==> config.mk <==
export PLATFORM = sky130hd
export DESIGN_NAME = ccr_calendar_counter
export DESIGN_NICKNAME = d
export VERILOG_FILES = /design/src/hdl/ccr_calendar_counter.v
export VERILOG_INCLUDE_DIRS = /design/src /design/src/hdl
export SDC_FILE = /design/constraint.sdc
export NUM_CORES = 1
export LEC_CHECK = 0
export BUFFER_PORTS_ARGS = -buffer_cell sky130_fd_sc_hd__buf_4
export CORE_ASPECT_RATIO = 1.4
export CORE_UTILIZATION = 45
export DETAILED_ROUTE_END_ITERATION = 8
export PLACE_DENSITY = 0.66
export SYNTH_ARGS = -nofsm -noshare
export SYNTH_HDL_FRONTEND = slang
export SYNTH_SLANG_ARGS = --single-unit
==> constraint.sdc <==
create_clock -name mclk -period 1 [get_ports mclk]
set_input_delay 0.05 -clock mclk [delete_from_list [all_inputs] [get_ports mclk]]
set_output_delay 0.05 -clock mclk [all_outputs]
set_load 0.05 [all_outputs]
==> src/hdl/ccr_defs.vh <==
// Register indices, control field positions and reset values of the calendar/counter clock.
`ifndef CCR_DEFS_VH
`define CCR_DEFS_VH

// ----------------------------------------------------------------------------
// Register indices (byte address is four times the index)
// ----------------------------------------------------------------------------
`define CCR_IDX_IRQ_ENABLE   7'h01
`define CCR_IDX_IRQ_FLAGS    7'h03
`define CCR_IDX_CONTROL      7'h41
`define CCR_IDX_COUNT0       7'h42
`define CCR_IDX_COUNT1       7'h43
`define CCR_IDX_COUNT2       7'h44
`define CCR_IDX_COUNT3       7'h45
`define CCR_IDX_DAY          7'h4c
`define CCR_IDX_MONTH        7'h4d
`define CCR_IDX_YEAR_LO      7'h4e
`define CCR_IDX_YEAR_HI      7'h4f

// ----------------------------------------------------------------------------
// Control byte fields
// ----------------------------------------------------------------------------
`define CCR_CTL_BCD          7
`define CCR_CTL_HOLD         6
`define CCR_CTL_MODE_HI      5
`define CCR_CTL_MODE_LO      4
`define CCR_CTL_EVT_HI       3
`define CCR_CTL_EVT_LO       2
`define CCR_CTL_IE           1
`define CCR_CTL_FLAG         0
`define CCR_CTL_RESET        8'h40

`define CCR_MODE_AUX         2'b00
`define CCR_MODE_TAP         2'b01
`define CCR_MODE_SUB         2'b10
`define CCR_MODE_CAL         2'b11

// ----------------------------------------------------------------------------
// Shared interrupt bytes
// ----------------------------------------------------------------------------
`define CCR_SHARED_BIT       7
`define CCR_SHARED_RESET     1'b0

`endif

==> src/hdl/ccr_calendar_counter.v <==
// Calendar / 32-bit counter clock with an Avalon-MM register slave.
//
// Implementation choices: register access over Avalon-MM and the address map.
`default_nettype none
`include "ccr_defs.vh"

// Function
// - Control bit 7 picks hex or packed BCD calendar values.
// - Hold stops the clock; in calendar mode the prescaler stops too.
// - Mode 00 aux clock, 01 prescaler tap, 10 subsystem clock, 11 calendar.
// - Counter mode event: overflow of 8, 16, 24 or 32 bits.
// - Calendar event: minute change, hour change, midnight or noon.
// - Control bit 1 enables interrupt requests from clock events.
// - Control bit 0 is the event flag, set by the selected event.
// - In counter mode each count byte is fully readable and writable.
// - BCD minutes: tens 0-5 in bits 6-4, units in 3-0, bit 7 zero.
// - Hex hours use five low bits; upper three read zero.
// - BCD hours: tens 0-2 in bits 5-4, units in 3-0, bits 7-6 zero.
// - Weekday 0-6 in three low bits; upper five bits read zero.
// - Hex day of month counts 1 to month length in bits 4-0.
// - BCD day: tens 0-3 in bits 5-4, units in 3-0, bits 7-6 zero.
// - Hex month counts 1 to 12 in four low bits.
// - BCD century: tens 0-4 in bits 6-4, units in 3-0, bit 7 zero.
// - Shared enable bit 7 gates the shared timer flag onto the request.
// - Shared flag bit 7 clears on service or by software write.
// - With enable set, event sets both flags and requests an interrupt.
// - Entering calendar or changing format resets the calendar to day one.
// - Years divisible by four are leap years with a 29-day February.
// - In counter mode four bytes cascade into one 32-bit counter.
module ccr_calendar_counter (
  input  wire        mclk,
  input  wire        rst_n,
  input  wire [8:0]  avs_address,
  input  wire        avs_read,
  input  wire        avs_write,
  input  wire [31:0] avs_writedata,
  input  wire [3:0]  avs_byteenable,
  output reg  [31:0] avs_readdata,
  output reg         avs_waitrequest,
  input  wire        auxClock,
  input  wire        subsystemClock,
  input  wire        prescalerTap,
  input  wire        prescalerEvent,
  input  wire        irqServiced,
  output reg         irqRequest,
  output reg         prescalerHold
);

  // --------------------------------------------------------------------------
  // Helper functions
  // --------------------------------------------------------------------------
  function [7:0] incv;
    input [7:0] v;
    input       bcd;
    begin
      if (!bcd)
        incv = v + 8'h01;
      else if (v[3:0] == 4'h9)
        incv = {v[7:4] + 4'h1, 4'h0};
      else
        incv = {v[7:4], v[3:0] + 4'h1};
    end
  endfunction

  function [7:0] enc;
    input [6:0] n;
    input       bcd;
    reg   [6:0] t;
    reg   [6:0] u;
    begin
      t = n / 7'd10;
      u = n - t * 7'd10;
      enc = bcd ? {t[3:0], u[3:0]} : {1'b0, n};
    end
  endfunction

  function [6:0] dec;
    input [7:0] v;
    input       bcd;
    begin
      dec = bcd ? ({3'h0, v[7:4]} * 7'd10 + {3'h0, v[3:0]}) : v[6:0];
    end
  endfunction

  function [6:0] monthDays;
    input [3:0] m;
    input       leap;
    begin
      case (m)
        4'd2:                      monthDays = leap ? 7'd29 : 7'd28;
        4'd4, 4'd6, 4'd9, 4'd11:   monthDays = 7'd30;
        default:                   monthDays = 7'd31;
      endcase
    end
  endfunction

  // Bits a write may set; the rest stay zero so they read as zero.
  function [7:0] wmask;
    input [6:0] idx;
    input       cal;
    input       bcd;
    begin
      if (!cal)
        wmask = 8'hff;
      else begin
        case (idx)
          `CCR_IDX_COUNT0:  wmask = bcd ? 8'h7f : 8'h3f;
          `CCR_IDX_COUNT1:  wmask = bcd ? 8'h7f : 8'h3f;
          `CCR_IDX_COUNT2:  wmask = bcd ? 8'h3f : 8'h1f;
          `CCR_IDX_COUNT3:  wmask = 8'h07;
          `CCR_IDX_DAY:     wmask = bcd ? 8'h3f : 8'h1f;
          `CCR_IDX_MONTH:   wmask = bcd ? 8'h1f : 8'h0f;
          `CCR_IDX_YEAR_HI: wmask = bcd ? 8'h7f : 8'hff;
          default:          wmask = 8'hff;
        endcase
      end
    end
  endfunction

  // --------------------------------------------------------------------------
  // Reset release and input synchronisers
  // --------------------------------------------------------------------------
  reg  [1:0] rstSync_q;
  wire       rstN = rstSync_q[1];

  always @(posedge mclk or negedge rst_n) begin
    if (!rst_n)
      rstSync_q <= 2'b00;
    else
      rstSync_q <= {rstSync_q[0], 1'b1};
  end

  // Source clocks are sampled, so each must stay well below half of mclk.
  reg  [2:0] srcMeta_q;
  reg  [2:0] srcSync_q;
  reg  [2:0] srcLast_q;
  wire [2:0] srcRise = srcSync_q & ~srcLast_q;

  always @(posedge mclk or negedge rstN) begin
    if (!rstN) begin
      srcMeta_q <= 3'h0;
      srcSync_q <= 3'h0;
      srcLast_q <= 3'h0;
    end else begin
      srcMeta_q <= {prescalerTap, subsystemClock, auxClock};
      srcSync_q <= srcMeta_q;
      srcLast_q <= srcSync_q;
    end
  end

  // --------------------------------------------------------------------------
  // State
  // --------------------------------------------------------------------------
  reg  [7:0] ctl_q;
  reg  [7:0] cnt0_q;
  reg  [7:0] cnt1_q;
  reg  [7:0] cnt2_q;
  reg  [7:0] cnt3_q;
  reg  [7:0] day_q;
  reg  [7:0] mon_q;
  reg  [7:0] yearLo_q;
  reg  [7:0] yearHi_q;
  reg        sharedEn_q;
  reg        sharedFlag_q;

  wire       bcd  = ctl_q[`CCR_CTL_BCD];
  wire       hold = ctl_q[`CCR_CTL_HOLD];
  wire [1:0] mode = ctl_q[`CCR_CTL_MODE_HI:`CCR_CTL_MODE_LO];
  wire [1:0] evt  = ctl_q[`CCR_CTL_EVT_HI:`CCR_CTL_EVT_LO];
  wire       ie   = ctl_q[`CCR_CTL_IE];
  wire       cal  = (mode == `CCR_MODE_CAL);

  // --------------------------------------------------------------------------
  // Bus decode
  // --------------------------------------------------------------------------
  wire [6:0] idx     = avs_address[8:2];
  wire       accept  = (avs_read | avs_write) & ~avs_waitrequest;
  wire       wrByte  = accept & avs_write & avs_byteenable[0];
  wire [7:0] wdat    = avs_writedata[7:0];
  wire       wrCtl   = wrByte & (idx == `CCR_IDX_CONTROL);
  wire       wrCount = wrByte & ((idx >= `CCR_IDX_COUNT0 && idx <= `CCR_IDX_COUNT3) ||
                                 (idx >= `CCR_IDX_DAY && idx <= `CCR_IDX_YEAR_HI));

  // --------------------------------------------------------------------------
  // Tick selection and calendar arithmetic
  // --------------------------------------------------------------------------
  reg tickSrc;

  always @* begin
    case (mode)
      `CCR_MODE_AUX: tickSrc = srcRise[0];
      `CCR_MODE_TAP: tickSrc = srcRise[2];
      `CCR_MODE_SUB: tickSrc = srcRise[1];
      default:       tickSrc = srcRise[2];
    endcase
  end

  // A write to a counting byte stops the clock for that cycle, dropping a tick.
  wire tick = tickSrc & ~hold & ~wrCount;

  wire [6:0]  yearVal = dec(yearLo_q, bcd);
  wire        leap    = (yearVal[1:0] == 2'b00);
  wire [6:0]  monVal  = dec(mon_q, bcd);
  wire        secWrap = (cnt0_q == enc(7'd59, bcd));
  wire        minWrap = secWrap & (cnt1_q == enc(7'd59, bcd));
  wire        hrWrap  = minWrap & (cnt2_q == enc(7'd23, bcd));
  wire        noon    = minWrap & (cnt2_q == enc(7'd11, bcd));
  wire        dayWrap = hrWrap & (dec(day_q, bcd) == monthDays(monVal[3:0], leap));
  wire        monWrap = dayWrap & (monVal == 7'd12);
  wire        ylWrap  = monWrap & (yearLo_q == (bcd ? 8'h99 : 8'hff));
  wire [31:0] cntAll  = {cnt3_q, cnt2_q, cnt1_q, cnt0_q};
  wire [31:0] cntNext = cntAll + 32'h1;

  reg evtHit;

  always @* begin
    if (cal) begin
      case (evt)
        2'b00:   evtHit = secWrap;
        2'b01:   evtHit = minWrap;
        2'b10:   evtHit = hrWrap;
        default: evtHit = noon;
      endcase
    end else begin
      case (evt)
        2'b00:   evtHit = (cntAll[7:0] == 8'hff);
        2'b01:   evtHit = (cntAll[15:0] == 16'hffff);
        2'b10:   evtHit = (cntAll[23:0] == 24'hffffff);
        default: evtHit = (cntAll == 32'hffffffff);
      endcase
    end
  end

  wire event_ = tick & evtHit;

  // Control write side effects on the counting bytes.
  wire [1:0] newMode  = wdat[`CCR_CTL_MODE_HI:`CCR_CTL_MODE_LO];
  wire       newCal   = (newMode == `CCR_MODE_CAL);
  wire       calInit  = wrCtl & newCal & (~cal | (wdat[`CCR_CTL_BCD] != bcd));
  wire       cntClear = wrCtl & cal & ~newCal;
  wire [7:0] wval     = wdat & wmask(idx, cal, bcd);

  // --------------------------------------------------------------------------
  // Control and shared interrupt bits
  // --------------------------------------------------------------------------
  wire svc = irqServiced & ie;

  always @(posedge mclk or negedge rstN) begin
    if (!rstN) begin
      ctl_q        <= `CCR_CTL_RESET;
      sharedEn_q   <= `CCR_SHARED_RESET;
      sharedFlag_q <= `CCR_SHARED_RESET;
    end else begin
      if (wrCtl)
        ctl_q[7:1] <= wdat[7:1];
      // The event wins over a clear written or serviced in the same cycle.
      if (event_)
        ctl_q[`CCR_CTL_FLAG] <= 1'b1;
      else if (wrCtl)
        ctl_q[`CCR_CTL_FLAG] <= wdat[`CCR_CTL_FLAG];
      else if (svc)
        ctl_q[`CCR_CTL_FLAG] <= 1'b0;
      if (wrByte && idx == `CCR_IDX_IRQ_ENABLE)
        sharedEn_q <= wdat[`CCR_SHARED_BIT];
      if ((event_ && ie) || (prescalerEvent && !ie))
        sharedFlag_q <= 1'b1;
      else if (wrByte && idx == `CCR_IDX_IRQ_FLAGS)
        sharedFlag_q <= wdat[`CCR_SHARED_BIT];
      else if (irqServiced)
        sharedFlag_q <= 1'b0;
    end
  end

  // --------------------------------------------------------------------------
  // Counting bytes: kept across reset, so they carry no reset branch
  // --------------------------------------------------------------------------
  always @(posedge mclk) begin
    if (calInit) begin
      cnt0_q   <= 8'h00;
      cnt1_q   <= 8'h00;
      cnt2_q   <= 8'h00;
      cnt3_q   <= 8'h00;
      day_q    <= 8'h01;
      mon_q    <= 8'h01;
      yearLo_q <= 8'h00;
      yearHi_q <= 8'h00;
    end else if (cntClear) begin
      cnt0_q <= 8'h00;
      cnt1_q <= 8'h00;
      cnt2_q <= 8'h00;
      cnt3_q <= 8'h00;
    end else if (wrCount) begin
      case (idx)
        `CCR_IDX_COUNT0:  cnt0_q <= wval;
        `CCR_IDX_COUNT1:  cnt1_q <= wval;
        `CCR_IDX_COUNT2:  cnt2_q <= wval;
        `CCR_IDX_COUNT3:  cnt3_q <= wval;
        `CCR_IDX_DAY:     day_q <= wval;
        `CCR_IDX_MONTH:   mon_q <= wval;
        `CCR_IDX_YEAR_LO: yearLo_q <= wval;
        default:          yearHi_q <= wval;
      endcase
    end else if (tick && !cal) begin
      cnt0_q <= cntNext[7:0];
      cnt1_q <= cntNext[15:8];
      cnt2_q <= cntNext[23:16];
      cnt3_q <= cntNext[31:24];
    end else if (tick) begin
      cnt0_q <= secWrap ? 8'h00 : incv(cnt0_q, bcd);
      if (secWrap)
        cnt1_q <= minWrap ? 8'h00 : incv(cnt1_q, bcd);
      if (minWrap)
        cnt2_q <= hrWrap ? 8'h00 : incv(cnt2_q, bcd);
      if (hrWrap) begin
        cnt3_q <= (cnt3_q == 8'h06) ? 8'h00 : cnt3_q + 8'h01;
        day_q  <= dayWrap ? 8'h01 : incv(day_q, bcd);
      end
      if (dayWrap)
        mon_q <= monWrap ? 8'h01 : incv(mon_q, bcd);
      if (monWrap)
        yearLo_q <= ylWrap ? 8'h00 : incv(yearLo_q, bcd);
      if (ylWrap)
        yearHi_q <= incv(yearHi_q, bcd);
    end
  end

  // --------------------------------------------------------------------------
  // Read mux
  // --------------------------------------------------------------------------
  reg [7:0] rdByte;

  always @* begin
    case (idx)
      `CCR_IDX_CONTROL:    rdByte = ctl_q;
      `CCR_IDX_COUNT0:     rdByte = cnt0_q;
      `CCR_IDX_COUNT1:     rdByte = cnt1_q;
      `CCR_IDX_COUNT2:     rdByte = cnt2_q;
      `CCR_IDX_COUNT3:     rdByte = cnt3_q;
      `CCR_IDX_DAY:        rdByte = day_q;
      `CCR_IDX_MONTH:      rdByte = mon_q;
      `CCR_IDX_YEAR_LO:    rdByte = yearLo_q;
      `CCR_IDX_YEAR_HI:    rdByte = yearHi_q;
      `CCR_IDX_IRQ_ENABLE: rdByte = {sharedEn_q, 7'h00};
      `CCR_IDX_IRQ_FLAGS:  rdByte = {sharedFlag_q, 7'h00};
      default:             rdByte = 8'h00;
    endcase
  end

  // --------------------------------------------------------------------------
  // Bus handshake and outputs
  // --------------------------------------------------------------------------
  // Every request waits exactly one cycle; read data is latched with the drop.
  always @(posedge mclk or negedge rstN) begin
    if (!rstN) begin
      avs_waitrequest <= 1'b1;
      avs_readdata    <= 32'h0;
      irqRequest      <= 1'b0;
      prescalerHold   <= 1'b0;
    end else begin
      if ((avs_read || avs_write) && avs_waitrequest) begin
        avs_waitrequest <= 1'b0;
        avs_readdata    <= avs_read ? {24'h0, rdByte} : 32'h0;
      end else begin
        avs_waitrequest <= 1'b1;
      end
      irqRequest    <= sharedFlag_q & sharedEn_q;
      prescalerHold <= hold & cal;
    end
  end

endmodule
`default_nettype wire

# [After elaboration in Yosys (flattened, before gate mapping)]
# Cells that the tools add are included.
[word_totals] ff_bits=120 latchBits=0 ramBits=0 mem_bits_ro=0 input_bits=54 out_inout_bits=35 elab_cells=284 n_memories=0
[op_classes] addsub=26 mul=3 n_div=0 order_cmp=4 n_eq_ne=57 n_shift=0 muxes=88 bitwise_logic=32 n_reduce_logical=47
[op_table] operator="two-way mux 8 bit" n=63
[op_table] operator="one-hot mux 8 bit (11 select lines)" n=1
[op_table] operator="adder 8 x 1 -> 8 bit, second input constant" n=8
[op_table] operator="equality test 7 bit, second input constant" n=9
[op_table] operator="adder 4 x 1 -> 4 bit, second input constant" n=14
[op_table] operator="one-hot mux 8 bit (5 select lines)" n=1
[op_table] operator="equality test 4 bit, second input constant" n=9
[op_table] operator="two-way mux 7 bit" n=5
[op_table] operator="adder 32 x 1 -> 32 bit, second input constant" n=1
[op_table] operator="equality test 32 bit, second input constant" n=1
[op_table] operator="equality test 24 bit, second input constant" n=1
[op_table] operator="AND reduction 6 bit" n=4
[op_table] operator="AND 1 bit" n=21
[op_table] operator="AND reduction 5 bit" n=4
[op_table] operator="nonzero test 3 bit" n=6
[op_table] operator="equality test 16 bit, second input constant" n=1
[op_table] operator="equality test 8 bit" n=2
[op_table] operator="inequality test 5 x 1 -> 1 bit, second input constant" n=3
[op_table] operator="adder 7 x 4 -> 7 bit" n=2
[op_table] operator="greater-or-equal comparator 7 bit, second input constant" n=2
[op_table] operator="<= comparator 7 bit, second input constant" n=2
[op_table] operator="inequality test 2 x 1 -> 1 bit, second input constant" n=7
[op_table] operator="multiplier 4 x 3 -> 6 bit, second input constant" n=2
[op_table] operator="two-way mux 6 bit" n=2
[op_table] operator="41 further kinds" n=86

# [Longest topological paths before layout]
[logic_depth] depth_word=15 depth_mapped=12 mapped_depth_nobuf=11

# [Worst setup path before layout]
# OpenSTA, ideal clock, no wires.
[synth_path] path_type="register to register" startpoint="register mon_q[5]" endpoint="register yearLo_q[6]" setup_ps=86 arrival_ps=3035 required_ps=914 path_slack_ps=-2121 path_stages_with_launch=12 path_buffers=0 synth_period_minus_slack_ps=3121 cell_sequence="dfxtp_1 -> ha_1 -> ha_1 -> fa_1 -> or3_1 -> mux2i_1 -> a41o_1 -> o211ai_1 -> or3_1 -> a21oi_1 -> a21oi_1 -> a211oi_1"
[synth_via] elab_chain_cells=15 elab_cells_between_ends=23 classes_between="add/sub: 1; mul: 1; eq/ne: 8; mux: 7; bitwise: 3; reduce/logical: 3"
[synth_lines] item="start: declaration" line_no="ccr_calendar_counter.v:160" source="reg [7:0] mon_q;"
[synth_lines] item="start signal: assignment" line_no="ccr_calendar_counter.v:299" source="`CCR_IDX_MONTH: mon_q <= wval;"
[synth_lines] item="start signal: assignment" line_no="ccr_calendar_counter.v:319" source="mon_q <= monWrap ? 8'h01 : incv(mon_q, bcd);"
[synth_lines] item="multiplier 4 x 3 -> 6 bit" line_no="ccr_calendar_counter.v:81" source="dec = bcd ? ({3'h0, v[7:4]} * 7'd10 + {3'h0, v[3:0]}) : v[6:0];"
[synth_lines] item="adder 7 x 4 -> 7 bit" line_no="ccr_calendar_counter.v:81"
[synth_lines] item="two-way mux 7 bit (*)" line_no="ccr_calendar_counter.v:81"
[synth_lines] item="equality test 4 x 3 -> 1 bit / equality test 4 bit (equally long branches)" line_no="ccr_calendar_counter.v:89" source="case (m)"
[synth_lines] item="OR reduction 4 bit" line_no="ccr_calendar_counter.v:89"
[synth_lines] item="one-hot mux 2 bit (2 select lines)" line_no="ccr_calendar_counter.v:89"
[synth_lines] item="equality test 7 bit" line_no="ccr_calendar_counter.v:208" source="wire dayWrap = hrWrap & (dec(day_q, bcd) == monthDays(monVal[3:0], leap));"
[synth_lines] item="AND 1 bit" line_no="ccr_calendar_counter.v:208"
[synth_lines] item="AND 1 bit (*)" line_no="ccr_calendar_counter.v:209" source="wire monWrap = dayWrap & (monVal == 7'd12);"
[synth_lines] item="AND 1 bit" line_no="ccr_calendar_counter.v:210" source="wire ylWrap = monWrap & (yearLo_q == (bcd ? 8'h99 : 8'hff));"
[synth_lines] item="two-way mux 8 bit" line_no="ccr_calendar_counter.v:321" source="yearLo_q <= ylWrap ? 8'h00 : incv(yearLo_q, bcd);"
[synth_lines] item="two-way mux 8 bit" line_no="ccr_calendar_counter.v:320" source="if (monWrap)"
[synth_lines] item="two-way mux 8 bit" line_no="ccr_calendar_counter.v:308" source="end else if (tick) begin"
[synth_lines] item="two-way mux 8 bit" line_no="ccr_calendar_counter.v:303" source="end else if (tick && !cal) begin"
[synth_lines] item="two-way mux 8 bit" line_no="ccr_calendar_counter.v:292" source="end else if (wrCount) begin"
[synth_lines] item="end signal: assignment" line_no="ccr_calendar_counter.v:300" source="`CCR_IDX_YEAR_LO: yearLo_q <= wval;"
[synth_lines] item="end signal: assignment" line_no="ccr_calendar_counter.v:321"
[synth_lines] item="end: declaration" line_no="ccr_calendar_counter.v:161" source="reg [7:0] yearLo_q;"
# Every way passes the cells marked *; elsewhere a longest branch is shown, timed or not. The select of a mux whose other input is x is not followed.
# A chain may end at the register's enable or synchronous reset.

# [Final worst setup path]
[layout_path] startpoint="register mon_q[1]" endpoint="register day_q[1]"
[layout_via] elab_chain_cells=12 elab_cells_between_ends=16 classes_between="add/sub: 1; eq/ne: 6; mux: 7; bitwise: 1; reduce/logical: 1"
[layout_lines] item="adder 7 x 4 -> 7 bit" line_no="ccr_calendar_counter.v:81"
[layout_lines] item="two-way mux 7 bit (*)" line_no="ccr_calendar_counter.v:81"
[layout_lines] item="equality test 4 x 3 -> 1 bit / equality test 4 bit (equally long branches)" line_no="ccr_calendar_counter.v:89"
[layout_lines] item="OR reduction 4 bit" line_no="ccr_calendar_counter.v:89"
[layout_lines] item="one-hot mux 2 bit (2 select lines) (*)" line_no="ccr_calendar_counter.v:89"
[layout_lines] item="equality test 7 bit (*)" line_no="ccr_calendar_counter.v:208"
[layout_lines] item="AND 1 bit (*)" line_no="ccr_calendar_counter.v:208"
[layout_lines] item="two-way mux 8 bit (*)" line_no="ccr_calendar_counter.v:316" source="day_q <= dayWrap ? 8'h01 : incv(day_q, bcd);"
[layout_lines] item="two-way mux 8 bit (*)" line_no="ccr_calendar_counter.v:314" source="if (hrWrap) begin"
[layout_lines] item="two-way mux 8 bit (*)" line_no="ccr_calendar_counter.v:308"
[layout_lines] item="two-way mux 8 bit (*)" line_no="ccr_calendar_counter.v:303"
[layout_lines] item="two-way mux 8 bit (*)" line_no="ccr_calendar_counter.v:292"
[layout_lines] item="end signal: assignment" line_no="ccr_calendar_counter.v:298" source="`CCR_IDX_DAY: day_q <= wval;"
[layout_lines] item="end signal: assignment" line_no="ccr_calendar_counter.v:316"
[layout_lines] item="end: declaration" line_no="ccr_calendar_counter.v:159" source="reg [7:0] day_q;"
# Marks and branches as above.

==> impl_metrics.yaml <==
outcome:
  status: "finished with violations"
  violations: "setup timing"
critical_path:
  slowest_delay_ns: 0.49
  path_cells: "ha_4 > fa_1 > mux2_4 > buf_4 > buf_4 > o21ai_4 > a31oi_4 > nand4_1 > buf_4 > a31oi_1 > or2_4 > buf_12 > o311a_1 > a211oi_2"
  worstSetupEndpointType: "flop"
  path_class: "reg2reg"
  r2r_end: "day_q[1]"
  required_ns: 1.28
  r2r_setup_slack_ns: -2.25
  regToRegStartpoint: "mon_q[1]"
  critPathMostFrequentCell: "buf_4"
  reg2reg_depth: 14
  crit_path_top_delay_cell: "fa_1"
  critPathMaxFanout: 6
  critPathLaunchType: "flop"
  cp.arrival_ns: 3.52
power_and_ir_drop:
  peakVddDrop_v: 0.000991
  power_per_cell_area_mw_per_mm2: 838
  p_leak_nw: 6.08
layout:
  antennaDiodeCount: 0
  drive_gt1_frac: 0.504
  seq_area_sq_mm: 0.00213
  fin_nets: 1563
  synthToLayoutAreaGrowth_pct: 70.2
  nFillCells: 1134
  multi_input_area_sq_mm: 0.00699
timing:
  rsz0062_at_grt: "true"
  tightest_slew_ns: 1.40
  fin_hold_ws_ns: 0.0440
  hold_viol: 0
  post-route-period-util: 3.25
  timing.final.ws_setup_ns: -2.25
  slew_violations: 0
  period_needed_ns: 3.25
  maxSlewHeadroom: 0.0583
  setup_viol: 86
  max_freq_mhz: 308
  skew_ns: 0.0119
hold_path:
  hp-class: "in2reg"
  hold_path_end: "ctl_q[5]"
  worstHoldPathCells: 4
  min-delay-start: "avs_writedata[5]"
floorplan:
  core_sq_mm: 0.0179
  initial_core_util: 0.460
  fp.dieArea_sq_mm: 0.0189
  fp.dieW_um: 116
  pin_count: 89
  core.rowCount: 58
  die_h_um: 162
clocking:
  cts_made_buffers: 9
  clock_path_buffers: 2
  cts_root_buffer: "clkbuf_16"
  cts_tree: "yes"
  cts.sinks: 96
  cts-htree-levels: 3
  clk_pin_slew_worst_paths_ns: 0.08
  insertion_delay_ns: 0.37
logic_synthesis:
  seq_area_frac_synth: 0.253
  synth_area_leader_cell: "dfxtp_1"
  synth_edf_count: 0
  synthDistinctLibCells: 103
  async_flop_share: 0.333
  ys_ff_latch: 96
  synthesis.area_sq_mm: 0.00825
  avgSynthCellArea_sq_um: 7.79
  synth_flop_cell: "dfxtp_1"
  yosys_warnings: 0
  synth_most_common_cell: "nand2_1"
  netlist_top_cells_area: "dfxtp_1 (16%), dfrtp_1 (9.1%), o21ai_0 (5.6%), ha_1 (5.3%), nand2_1 (5.1%)"
  syn_inst: 1059
  synth_common_cells: "nand2_1 (111), o21ai_0 (93), nor2_1 (77), a21oi_1 (71), dfxtp_1 (64)"
  synth_top_area_frac: 0.155
routing:
  remaining_drc_errors: 0
  drtAntennaViolNets: 0
  wl_per_cell_um: 23.7
  drtIter0Drc: 1354
  drt_wl_total_um: 40700
  num_vias: 10999
  viasPerCell: 6.41
  first_pass_iters: 5
grt:
  grt_pass1_wl_um: 58300
  grt.overflow.total: 0
  grt_antenna_before_repair: 3
  grt_usage: 0.412
  first_global_vias: 10604
  grt_max_degree: 31
placed_design:
  gp_congestion: 0.957
  dpl_worst_slack_ns: -2.14
  numPortBuffers: 35
  dp_hpwl_um: 26700
run:
  max-cap-violations: 0
[cells in the final DEF (no fill, tap or decap), types with 19 or more instances in the layout]
| cell type | n |
|---|---|
| a21oi_2 | 24 |
| conb_1 | 25 |
| nor2_1 | 61 |
| o21ai_0 | 30 |
| buf_4 | 342 |
| buf_12 | 22 |
| nor3_1 | 21 |
| o21ai_2 | 24 |
| dfrtp_1 | 29 |
| and3_1 | 19 |
| nand2_1 | 89 |
| buf_6 | 73 |
| ha_1 | 22 |
| nand3_1 | 44 |
| o211ai_1 | 20 |
| inv_1 | 26 |
| a21oi_1 | 46 |
| dfxtp_1 | 45 |
| o21ai_1 | 37 |
[worst max path at each step]
stage / cells after the start / from / endpoint
4_1_cts: 12 / day_q[7] / day_q[1]
3_5_place_dp: 11 / mon_q[7] / yearLo_q[6]
2_1_floorplan: 12 / mon_q[5] / yearHi_q[2]
5_1_grt: 14 / mon_q[4] / day_q[1]
6_report: 14 / mon_q[1] / day_q[1]
3_3_place_gp: 11 / mon_q[7] / yearLo_q[6]
[cell families after synthesis]
family,Yosys count,synth area share
other,2,0.000911
and+or+nand+nor,408,0.267
DFF,96,0.253
buffers and inverters,115,0.0707
AOI/OAI and AO/OA,357,0.295
xor gates and xnor gates,24,0.0255
muxes,18,0.0261
adders and majority gates,39,0.0628
[cell type report]
class	count	share of cell area
inverter	31	0.00918
tap	240	0.0214
clock inverter	6	0.00651
multi-input combinational	872	0.498
clock buffer	10	0.0170
sequential	96	0.152
timing repair buffer	460	0.296
[where the power goes]
part           leakage (nW)  total (mW)  internal, mW  switching (mW)
Combinational          4.98        3.52          1.57            1.95
Clock                 0.163        4.01          2.28            1.73
Sequential            0.936        4.22          4.07           0.152
[per-stage QoR]
step	area (sq um)	util	setup TNS, ns	cells	power, mW
final	14000	0.783	-128.50	1715	11.8
after detailed placement	11800	0.656	-123.04	1612	7.14
after floorplan	9060	-	-104.64	1082	6.10
after global placement	11800	0.656	-119.87	1612	7.09
after CTS	13300	0.741	-120.83	1681	11.4
after global routing	14000	0.783	-133.25	1715	12.1
[per-layer routing]
layer / GRT usage / vias up / routed length, um
met5: 0 / - / 33
met4: 0.356 / 6 / 4050
met3: 0.0836 / 302 / 3720
met2: 0.672 / 687 / 19100
met1: 0.448 / 5226 / 13800
li1: - / 4778 / -
[critical path, delay by kind of cell (launching register included)]
family          cells  cell delay (ns)
fa+ha+maj           2             0.65
buf+inv             4             0.57
compound gates      5             0.87
flops               1             0.36
simple gates        2             0.40
mux                 1             0.29
[repair_timing]
action,4_1_cts,5_1_grt
endpoints found under the setup margin,89,89
gates cloned,4,1
resized for setup,194,114
hold buffers,13,0
setup buffers,40,40
pin swaps,74,77
hold endpoints to repair,14,0
Power figures use the tool's default switching activity.
